[src/logic/exe_pkg.sv]
// Purpose: constants for the exception and interrupt entry unit
// Assumes: 32-bit addresses, status word layout fixed below
// Notes:   event codes are 12-bit values
package exe_pkg;
  localparam int unsigned SR_BL_BIT   = 28;
  localparam int unsigned SR_MD_BIT   = 30;
  localparam int unsigned SR_RB_BIT   = 29;
  localparam int unsigned SR_IM_LSB   = 4;
  localparam logic [31:0] SR_RESET    = 32'h700000f0;
  localparam logic [31:0] VEC_GEN     = 32'h00000100;
  localparam logic [31:0] VEC_INT     = 32'h00000600;
  localparam logic [31:0] RESET_ADDR  = 32'ha0000000;
  localparam logic [31:0] USER_LIMIT  = 32'h80000000;
  localparam logic [11:0] EV_PROT_RD  = 12'h0a0;
  localparam logic [11:0] EV_PROT_WR  = 12'h0c0;
  localparam logic [11:0] EV_ADE_RD   = 12'h0e0;
  localparam logic [11:0] EV_ADE_WR   = 12'h100;
  localparam logic [11:0] EV_TRAP     = 12'h160;
  localparam logic [11:0] EV_ILL_GEN  = 12'h180;
  localparam logic [11:0] EV_ILL_SLOT = 12'h1a0;
  localparam logic [11:0] EV_BREAK    = 12'h1e0;
  localparam logic [11:0] EV_DMA_ADE  = 12'h5c0;
  localparam logic [11:0] EV_NMI      = 12'h1c0;
  localparam logic [11:0] EV_LVL_BASE = 12'h200;
  localparam int unsigned EV_LVL_SHIFT = 5;
  localparam logic [31:0] ZERO32      = 32'h00000000;
  localparam logic [11:0] ZERO12      = 12'h000;
  localparam logic [21:0] ZERO22      = 22'h000000;
  localparam logic [9:0]  ZERO10      = 10'h000;
  localparam logic [1:0]  ZERO2       = 2'h0;
  localparam logic [1:0]  SZ_BYTE     = 2'h0;
  localparam logic [1:0]  SZ_WORD     = 2'h1;
  localparam logic [1:0]  SZ_LONG     = 2'h2;
endpackage : exe_pkg

[src/logic/exe_entry.sv]
// Purpose: detects exceptions and interrupts and performs entry
// Assumes: pipeline presents one instruction boundary per cycle
// Notes:   at most one entry per cycle; losers are re-evaluated later
`timescale 1ns/10ps
// Operation
// - page rights checked per mode on hits
// - protection fault captures address, page, way
// - protection codes 0a0 read, 0c0 write
// - re-executing faults save own pc, status
// - general entry sets flags, vectors base+100
// - misaligned fetch, word, longword raise error
// - user access at upper half faults
// - address error captures address, 0e0 or 100
// - trap saves next pc, imm times four, 160
// - undefined or user privileged outside slot
// - illegal general saves own pc, 180
// - slot undefined, pc-changing, or user privileged faults
// - slot fault saves branch pc, 1a0
// - break code 1e0, pc by break kind
// - dma misalign saves next pc, 5c0
// - interrupt saves next pc, vectors base+600
// - nmi edge writes 1c0 to both codes
// - nmi ignores mask, held while blocked
// - level interrupt when mask below level
// - level code 200 plus level times 20
// - pin interrupt by priority, own code
// - blocked interrupts wait, sleep accepts level and pin anyway
// - blocked general fault jumps to reset address
module exe_entry (
  input  wire logic        clk_sys,
  input  wire logic        rst_n,
  input  wire logic        boundary,
  input  wire logic [31:0] cur_pc,
  input  wire logic [31:0] next_pc,
  input  wire logic [31:0] branch_pc,
  input  wire logic        in_slot,
  input  wire logic        op_valid,
  input  wire logic [15:0] opcode,
  input  wire logic        op_privileged,
  input  wire logic        op_global_base_only,
  input  wire logic        op_writes_pc,
  input  wire logic        op_undefined,
  input  wire logic        mem_valid,
  input  wire logic        mem_write,
  input  wire logic        mem_fetch,
  input  wire logic [1:0]  mem_size,
  input  wire logic [31:0] mem_vaddr,
  input  wire logic        tlb_hit,
  input  wire logic [1:0]  page_access_rights,
  input  wire logic [1:0]  tlb_way,
  input  wire logic        brk_req,
  input  wire logic        brk_post,
  input  wire logic        dma_valid,
  input  wire logic [1:0]  dma_size,
  input  wire logic [31:0] dma_addr,
  input  wire logic        nmi_pin,
  input  wire logic [3:0]  encoded_level_inputs,
  input  wire logic        pin_irq,
  input  wire logic [3:0]  pin_irq_priority,
  input  wire logic [11:0] pin_irq_code,
  input  wire logic        sleep_mode,
  input  wire logic        sr_load,
  input  wire logic [31:0] sr_load_value,
  input  wire logic        vbr_load,
  input  wire logic [31:0] vbr_load_value,
  output logic [31:0]      processor_status_word,
  output logic [31:0]      vector_base_reg,
  output logic [31:0]      saved_program_counter,
  output logic [31:0]      saved_status_copy,
  output logic [31:0]      fault_virtual_address_reg,
  output logic [21:0]      page_entry_high_reg,
  output logic [1:0]       mmu_way_counter,
  output logic [11:0]      exception_event_code,
  output logic [11:0]      interrupt_event_code,
  output logic [11:0]      interrupt_event_code_alt,
  output logic [9:0]       immediate_call_code,
  output logic             branch_valid,
  output logic [31:0]      branch_target
);
  logic [31:0] sr_ff, vbr_ff, spc_ff, ssr_ff, tea_ff, tgt_ff;
  logic [21:0] page_entry_high_reg_ff;
  logic [1:0]  rc_ff;
  logic [11:0] exception_event_code_ff, interrupt_event_code_ff, interrupt_event_code_alt_ff;
  logic [9:0]  tra_ff;
  logic        br_ff;
  logic        nmi_s1_ff, nmi_s2_ff, nmi_s3_ff, nmi_pend_ff;
  logic [3:0]  lvl_s1_ff, lvl_s2_ff;
  logic        pin_s1_ff, pin_s2_ff;

  wire         bl   = sr_ff[exe_pkg::SR_BL_BIT];
  wire         md   = sr_ff[exe_pkg::SR_MD_BIT];
  wire [3:0]   imsk = sr_ff[exe_pkg::SR_IM_LSB +: 4];

  wire rd_ok = md ? 1'b1 : page_access_rights[1];
  wire wr_ok = page_access_rights[0] & (md | page_access_rights[1]);
  wire prot  = mem_valid & !mem_fetch & tlb_hit &
               (mem_write ? !wr_ok : !rd_ok);
  wire mis_cpu = mem_fetch ? mem_vaddr[0] :
                 (mem_size == exe_pkg::SZ_WORD) ? mem_vaddr[0] :
                 (mem_size == exe_pkg::SZ_LONG) ? |mem_vaddr[1:0] : 1'b0;
  wire user_hi = !md & (mem_vaddr >= exe_pkg::USER_LIMIT);
  wire ade     = mem_valid & (mis_cpu | user_hi);
  wire dma_mis = dma_valid &
                 (((dma_size == exe_pkg::SZ_WORD) & dma_addr[0]) |
                  ((dma_size == exe_pkg::SZ_LONG) & |dma_addr[1:0]));
  wire undef_op = op_undefined | (opcode[15:12] == 4'hf);
  wire priv_bad = op_privileged & !op_global_base_only & !md;
  wire ill_gen  = op_valid & !in_slot & (undef_op | priv_bad);
  wire ill_slot = op_valid & in_slot & (undef_op | op_writes_pc | priv_bad);
  wire is_trap  = op_valid & !in_slot & (opcode[15:8] == 8'hc3);
  wire brk      = brk_req & !bl;

  wire nmi_edge = nmi_s2_ff & !nmi_s3_ff;
  wire int_ok   = boundary & (!bl | sleep_mode);
  wire take_nmi = nmi_pend_ff & boundary & !bl;
  wire take_lvl = int_ok & (imsk < lvl_s2_ff);
  wire take_pin = int_ok & pin_s2_ff & (imsk < pin_irq_priority);

  wire g_any = ade | prot | ill_slot | ill_gen | is_trap | brk | dma_mis;
  wire t_gen = g_any;
  wire t_nmi = !g_any & take_nmi;
  wire t_lvl = !g_any & !take_nmi & take_lvl;
  wire t_pin = !g_any & !take_nmi & !take_lvl & take_pin;
  wire t_int = t_nmi | t_lvl | t_pin;
  wire g_blk = t_gen & bl;

  wire [11:0] gcode =
    ade      ? (mem_write ? exe_pkg::EV_ADE_WR : exe_pkg::EV_ADE_RD) :
    prot     ? (mem_write ? exe_pkg::EV_PROT_WR : exe_pkg::EV_PROT_RD) :
    ill_slot ? exe_pkg::EV_ILL_SLOT :
    ill_gen  ? exe_pkg::EV_ILL_GEN :
    is_trap  ? exe_pkg::EV_TRAP :
    brk      ? exe_pkg::EV_BREAK : exe_pkg::EV_DMA_ADE;
  wire [31:0] gpc =
    (ade | prot | ill_gen) ? cur_pc :
    ill_slot ? branch_pc :
    is_trap  ? next_pc :
    brk      ? (brk_post ? next_pc : cur_pc) : next_pc;
  wire [11:0] lcode = exe_pkg::EV_LVL_BASE +
                      12'({lvl_s2_ff, 5'h00});
  wire [11:0] icode = t_nmi ? exe_pkg::EV_NMI :
                      t_lvl ? lcode : pin_irq_code;
  wire [31:0] sr_ent = sr_ff | (32'h1 << exe_pkg::SR_BL_BIT) |
                       (32'h1 << exe_pkg::SR_MD_BIT) |
                       (32'h1 << exe_pkg::SR_RB_BIT);
  wire [31:0] nxt_sr = (t_gen | t_int) ? sr_ent :
                       sr_load ? sr_load_value : sr_ff;
  wire [31:0] nxt_tgt = g_blk ? exe_pkg::RESET_ADDR :
                        t_gen ? vbr_ff + exe_pkg::VEC_GEN :
                        vbr_ff + exe_pkg::VEC_INT;
  wire take_any = t_gen | t_int;
  wire save_ctx = (t_gen & !bl) | t_int;

  always_ff @(posedge clk_sys or negedge rst_n) begin
    if (!rst_n) begin
      nmi_s1_ff <= 1'b0;
      nmi_s2_ff <= 1'b0;
      nmi_s3_ff <= 1'b0;
      lvl_s1_ff <= 4'h0;
      lvl_s2_ff <= 4'h0;
      pin_s1_ff <= 1'b0;
      pin_s2_ff <= 1'b0;
      nmi_pend_ff <= 1'b0;
    end else begin
      nmi_s1_ff <= nmi_pin;
      nmi_s2_ff <= nmi_s1_ff;
      nmi_s3_ff <= nmi_s2_ff;
      lvl_s1_ff <= encoded_level_inputs;
      lvl_s2_ff <= lvl_s1_ff;
      pin_s1_ff <= pin_irq;
      pin_s2_ff <= pin_s1_ff;
      // held pending; new edge wins over acceptance
      nmi_pend_ff <= nmi_edge | (nmi_pend_ff & !t_nmi);
    end
  end

  always_ff @(posedge clk_sys or negedge rst_n) begin
    if (!rst_n) begin
      sr_ff  <= exe_pkg::SR_RESET;
      vbr_ff <= exe_pkg::ZERO32;
      br_ff  <= 1'b0;
      tgt_ff <= exe_pkg::RESET_ADDR;
    end else begin
      sr_ff  <= nxt_sr;
      vbr_ff <= vbr_load ? vbr_load_value : vbr_ff;
      br_ff  <= take_any;
      tgt_ff <= take_any ? nxt_tgt : tgt_ff;
    end
  end

  always_ff @(posedge clk_sys or negedge rst_n) begin
    if (!rst_n) begin
      spc_ff <= exe_pkg::ZERO32;
      ssr_ff <= exe_pkg::ZERO32;
    end else if (save_ctx) begin
      spc_ff <= t_gen ? gpc : next_pc;
      ssr_ff <= sr_ff;
    end
  end

  always_ff @(posedge clk_sys or negedge rst_n) begin
    if (!rst_n) begin
      tea_ff  <= exe_pkg::ZERO32;
      page_entry_high_reg_ff <= exe_pkg::ZERO22;
      rc_ff   <= exe_pkg::ZERO2;
    end else if (t_gen & !bl & (ade | prot)) begin
      tea_ff <= mem_vaddr;
      if (!ade) begin
        page_entry_high_reg_ff <= mem_vaddr[31:10];
        rc_ff   <= tlb_way;
      end
    end
  end

  always_ff @(posedge clk_sys or negedge rst_n) begin
    if (!rst_n) begin
      exception_event_code_ff  <= exe_pkg::ZERO12;
      interrupt_event_code_ff  <= exe_pkg::ZERO12;
      interrupt_event_code_alt_ff <= exe_pkg::ZERO12;
      tra_ff     <= exe_pkg::ZERO10;
    end else begin
      if (t_gen & !bl)
        exception_event_code_ff <= gcode;
      if (t_gen & !bl & !ade & !prot & !ill_slot & !ill_gen & is_trap)
        tra_ff <= {opcode[7:0], 2'h0};
      if (t_int) begin
        interrupt_event_code_ff  <= icode;
        interrupt_event_code_alt_ff <= icode;
      end
    end
  end

  assign processor_status_word     = sr_ff;
  assign vector_base_reg           = vbr_ff;
  assign saved_program_counter     = spc_ff;
  assign saved_status_copy         = ssr_ff;
  assign fault_virtual_address_reg = tea_ff;
  assign page_entry_high_reg       = page_entry_high_reg_ff;
  assign mmu_way_counter           = rc_ff;
  assign exception_event_code      = exception_event_code_ff;
  assign interrupt_event_code      = interrupt_event_code_ff;
  assign interrupt_event_code_alt  = interrupt_event_code_alt_ff;
  assign immediate_call_code       = tra_ff;
  assign branch_valid              = br_ff;
  assign branch_target             = tgt_ff;

  gen_vec_a: assert property (@(posedge clk_sys) disable iff (!rst_n)
    (t_gen & !bl) |=> branch_valid &&
      branch_target == $past(vector_base_reg) + 32'h100)
    else $error("general entry vector wrong");
  blk_reset_a: assert property (@(posedge clk_sys) disable iff (!rst_n)
    g_blk |=> branch_valid && branch_target == 32'ha0000000)
    else $error("blocked fault not at reset address");
  int_vec_a: assert property (@(posedge clk_sys) disable iff (!rst_n)
    t_int |=> branch_target == $past(vbr_ff) + 32'h600)
    else $error("interrupt vector wrong");
  nmi_block_a: assert property (@(posedge clk_sys) disable iff (!rst_n)
    (bl & nmi_pend_ff & !g_any) |=>
      !branch_valid || interrupt_event_code != exe_pkg::EV_NMI)
    else $error("nmi taken while blocked");
  lvl_code_a: assert property (@(posedge clk_sys) disable iff (!rst_n)
    t_lvl |=> interrupt_event_code == 12'h200 + $past(lvl_s2_ff) * 12'h20)
    else $error("level code wrong");
  int_pair_a: assert property (@(posedge clk_sys) disable iff (!rst_n)
    t_nmi |=> interrupt_event_code == 12'h1c0 &&
      interrupt_event_code_alt == 12'h1c0)
    else $error("nmi code wrong");
  ent_flag_a: assert property (@(posedge clk_sys) disable iff (!rst_n)
    take_any |=> sr_ff[30:28] == 3'h7 &&
      sr_ff[7:4] == $past(sr_ff[7:4]))
    else $error("entry flags wrong");
  one_src_a: assert property (@(posedge clk_sys) disable iff (!rst_n)
    t_gen |=> $stable(interrupt_event_code) &&
      $stable(interrupt_event_code_alt))
    else $error("interrupt taken beside exception");
  trap_val_a: assert property (@(posedge clk_sys) disable iff (!rst_n)
    (t_gen & !bl & gcode == 12'h160) |=>
      immediate_call_code == {$past(opcode[7:0]), 2'h0})
    else $error("trap value wrong");
endmodule : exe_entry

[config.mk]
export PLATFORM = sky130hd
export DESIGN_NAME = exe_entry
export DESIGN_NICKNAME = d
export VERILOG_FILES = /design/src/logic/exe_pkg.sv /design/src/logic/exe_entry.sv
export SDC_FILE = /design/constraint.sdc
export NUM_CORES = 1
export LEC_CHECK = 0
export BUFFER_PORTS_ARGS = -buffer_cell sky130_fd_sc_hd__buf_2
export CORE_AREA = 3 3 216 218
export DETAILED_ROUTE_END_ITERATION = 8
export DIE_AREA = 0 0 219 221
export PLACE_DENSITY = 0.58
export SETUP_SLACK_MARGIN = 0.5
export SLEW_MARGIN = 30
export SYNTH_ARGS = -nofsm -noshare
export SYNTH_HDL_FRONTEND = slang
export SYNTH_SLANG_ARGS = --single-unit
[constraint.sdc]
create_clock -name clk_sys -period 3.63 [get_ports clk_sys]
set_clock_uncertainty 0.05 [all_clocks]
set_input_delay 0.363 -clock clk_sys [delete_from_list [all_inputs] [get_ports clk_sys]]
set_output_delay 0.363 -clock clk_sys [all_outputs]
set_load 0.005 [all_outputs]
==> summary.txt <==
Place
  • Number of port buffers: 512
  • Placed Cells: 2015
  • Post-DP HPWL: 30100 um
  • GP Congestion: 0.874

Worst hold path
  • Hold crit path type: input pin to register
  • Hold Crit Depth: 2

CTS
  • Max clock buf depth: 3
  • Clock root buffer: clkbuf_16
  • CTS tree: built
  • Skew-Pair Late Insertion Delay: 550 ps
  • H-tree levels: 1
  • CTS Buf Count: 29
  • Clock tree sinks: 256
  • Reg clk slew, reported paths: 60 ps

Timing
  • Final worst path period share: 81.4%
  • Fmax: 338 MHz
  • Final Max Slew Viols: 0
  • Min Tclk post-route: 2960 ps
  • Hold WS: 26.5 ps
  • Worst Tran Pin Value: 849 ps
  • Relative slew slack: 43.4%
  • Setup TNS: 0 ps
  • Fin. Hold Viols: 0
  • RSZ-0062 raised after global routing: true
  • Final setup vio count: 0

Synth
  • Seq/Total Area, Yosys: 55.2%
  • Top-area cell type share of the netlist area: 53.1%
  • Count leader, synth: dfrtp_1
  • Synth area leaders: dfrtp_1 53%, mux2_2 12%, mux2_1 5.1%
  • Post-Syn Instances: 938
  • Syn avg cell area: 12.4 um^2
  • Synth Flop Type: dfrtp_1
  • Ys async rst share: 100%
  • Yosys Warn Count: 0
  • Seq cells post-synth: 256
  • Number of synthesized flops with an enable pin: 0
  • Largest area contributor in the netlist: dfrtp_1
  • Synth cell count leaders: 247 x dfrtp_1, 122 x mux2_2, 69 x nand2_1
  • Cell Area, Synth: 11600 um^2
  • Netlist cell types: 82

Global route
  • Vias in the first global route: 10600
  • GRT Total Usage: 16.0%
  • Grt total ovfl: 0
  • Largest net degree at the start of global routing: 95
  • First-pass GRT wire length: 61200 um
  • Initial antenna violation count: 2

Floorplan
  • Boundary pin count: 552
  • Die area: 48400 um^2
  • # rows: 78
  • Core area: 45100 um^2
  • Chip Width: 219 um
  • Initial core utilization: 25.8%
  • Die Y-Extent: 221 um

Cells and area
  • Final nets: 1865
  • Layout cells sized above 1: 47.6%
  • Filler cell count: 4457
  • Utilization after layout: 37.7%
  • Post-Layout Cell Count: 2189
  • Area delta synth->final: 46.1%
  • Multi-input logic area: 4810 um^2
  • Sequential cell area: 6420 um^2

Critical path
  • Crit Path Class: register to register
  • Critical path, cell by cell: buf_4 > inv_2 > o21ai_1 > o31a_2 > nand2b_2 > nor2_8 > nor2_4 > buf_12 > mux2_1
  • Max incr delay on CP: 600 ps
  • Slowest stage cell, crit path: dfstp_2
  • Worst path bufs/invs: 3
  • Family with the most delay on the worst path: buffers and inverters
  • Arr. time, crit path: 3330 ps
  • Worst R2R Path Depth: 9
  • Stages on worst setup path: 9
  • Register-to-register setup slack: 670 ps
  • Startpoint Class: register
  • CP Max Fanout: 31
  • Worst Path Required: 4000 ps
  • Worst Setup End Kind: register

Power
  • Power per cell area: 663 nW/um^2
  • Max VDD drop: 0.498 mV
  • Clock power frac: 25.1%
  • Pleak: 8.11 nW
  • Sw frac: 32.2%
  • Pint: 7.64 mW
  • Flop pwr share: 41.1%
  • NetSw: 3.62 mW
  • Combinational fraction of design power: 33.7%

Detailed routing
  • 1st-pass router iterations: 5
  • Routed vias: 10200
  • Final wirelength: 40300 um
  • Initial DRC count: 510
  • Drc violations: 0
  • Vias/cell: 4.64
  • Routed wire per std cell: 18.4 um
  • Detail Route Antenna Nets: 0

Run status
  • Outcome: complete, no violations

Job
  • MaxCap Viol Count: 0
==> cell type report <==
type                    count  share of cell area (%)
flip-flops and latches    256                    37.8
multi-input cells         602                    28.3
repair buffers            659                    23.7
clock buffers              44                    4.96
well taps                 600                    4.42
clock inverters             8                   0.442
inverters                  19                   0.442
diodes                      1                  0.0147
==> per-stage QoR <==
step	power [mW]	area (um^2)	setup WS, ps
after floorplan	6.41	11700	1150
after global placement	8.29	14900	275
after detailed placement	8.38	14900	181
after CTS	11.4	17000	565
after global routing	12.0	17000	486
final	11.3	17000	675
==> kinds of logic (layout without fill, tap and decap cells) <==
kind of cell / count (synthesis) / in the layout / synth area share [%]
xor+xnor: 20 / 20 / 1.51
compound gates: 177 / 177 / 10.9
flops: 256 / 256 / 55.2
buf+inv: 89 / 730 / 4.13
fa+ha+maj: 9 / 9 / 0.968
other cells: 1 / 10 / 0.0322
simple gates: 193 / 194 / 8.31
mux: 193 / 193 / 19.0
==> metal layers <==
layer | track usage (%) | routed length [um] | vias to the layer above
li1 | - | - | 4651
met1 | 20.1 | 16900 | 4999
met2 | 27.6 | 19400 | 448
met3 | 3.24 | 2950 | 59
met4 | 4.66 | 1050 | 2
met5 | 0 | 8 | -
==> final timing paths <==
check                                          start                        to
max                        processor_status_word[28]  saved_program_counter[0]
min in group asynchronous                      rst_n    immediate_call_code[7]
max in group asynchronous                      rst_n   page_entry_high_reg[18]
min reg2reg                             lvl_s1_ff[1]              lvl_s2_ff[1]
min                                vbr_load_value[1]        vector_base_reg[1]
max reg2reg                processor_status_word[28]  saved_program_counter[0]
==> power by group through the flow <==
stage	Combinational, mW	Sequential, mW	Clock (mW)
after floorplan	1.75	4.66	0
after global placement	3.68	4.61	0
after detailed placement	3.72	4.66	0
after CTS	3.85	4.64	2.92
after global routing	4.16	4.78	3.04
final	3.80	4.63	2.83
==> layout by cell type, fill, tap and decap left out, types with 10 or more instances in the layout <==
| master | count |
|---|---|
| buf_2 | 511 |
| dfrtp_1 | 247 |
| mux2_2 | 122 |
| dlygate4sd3_1 | 114 |
| nand2_1 | 68 |
| mux2_1 | 53 |
| nor2_1 | 42 |
| o22ai_1 | 34 |
| a2bb2oi_1 | 32 |
| clkbuf_16 | 29 |
| buf_4 | 28 |
| o21ai_0 | 27 |
| a21oi_1 | 20 |
| nand3_1 | 18 |
| inv_1 | 17 |
| xnor2_1 | 14 |
| nand4_1 | 12 |
| mux2_4 | 10 |
| nor3_1 | 10 |
==> timing repair <==
item                                    4_1_cts  5_1_grt
hold buffers                                114        0
endpoints found under the setup margin      102       37
pin swaps                                     1        0
buffers inserted                              3        3
gates resized for setup                       2        2
endpoints found under the hold margin       221        0
cloned                                        1        0
Power figures use the tool's default switching activity.
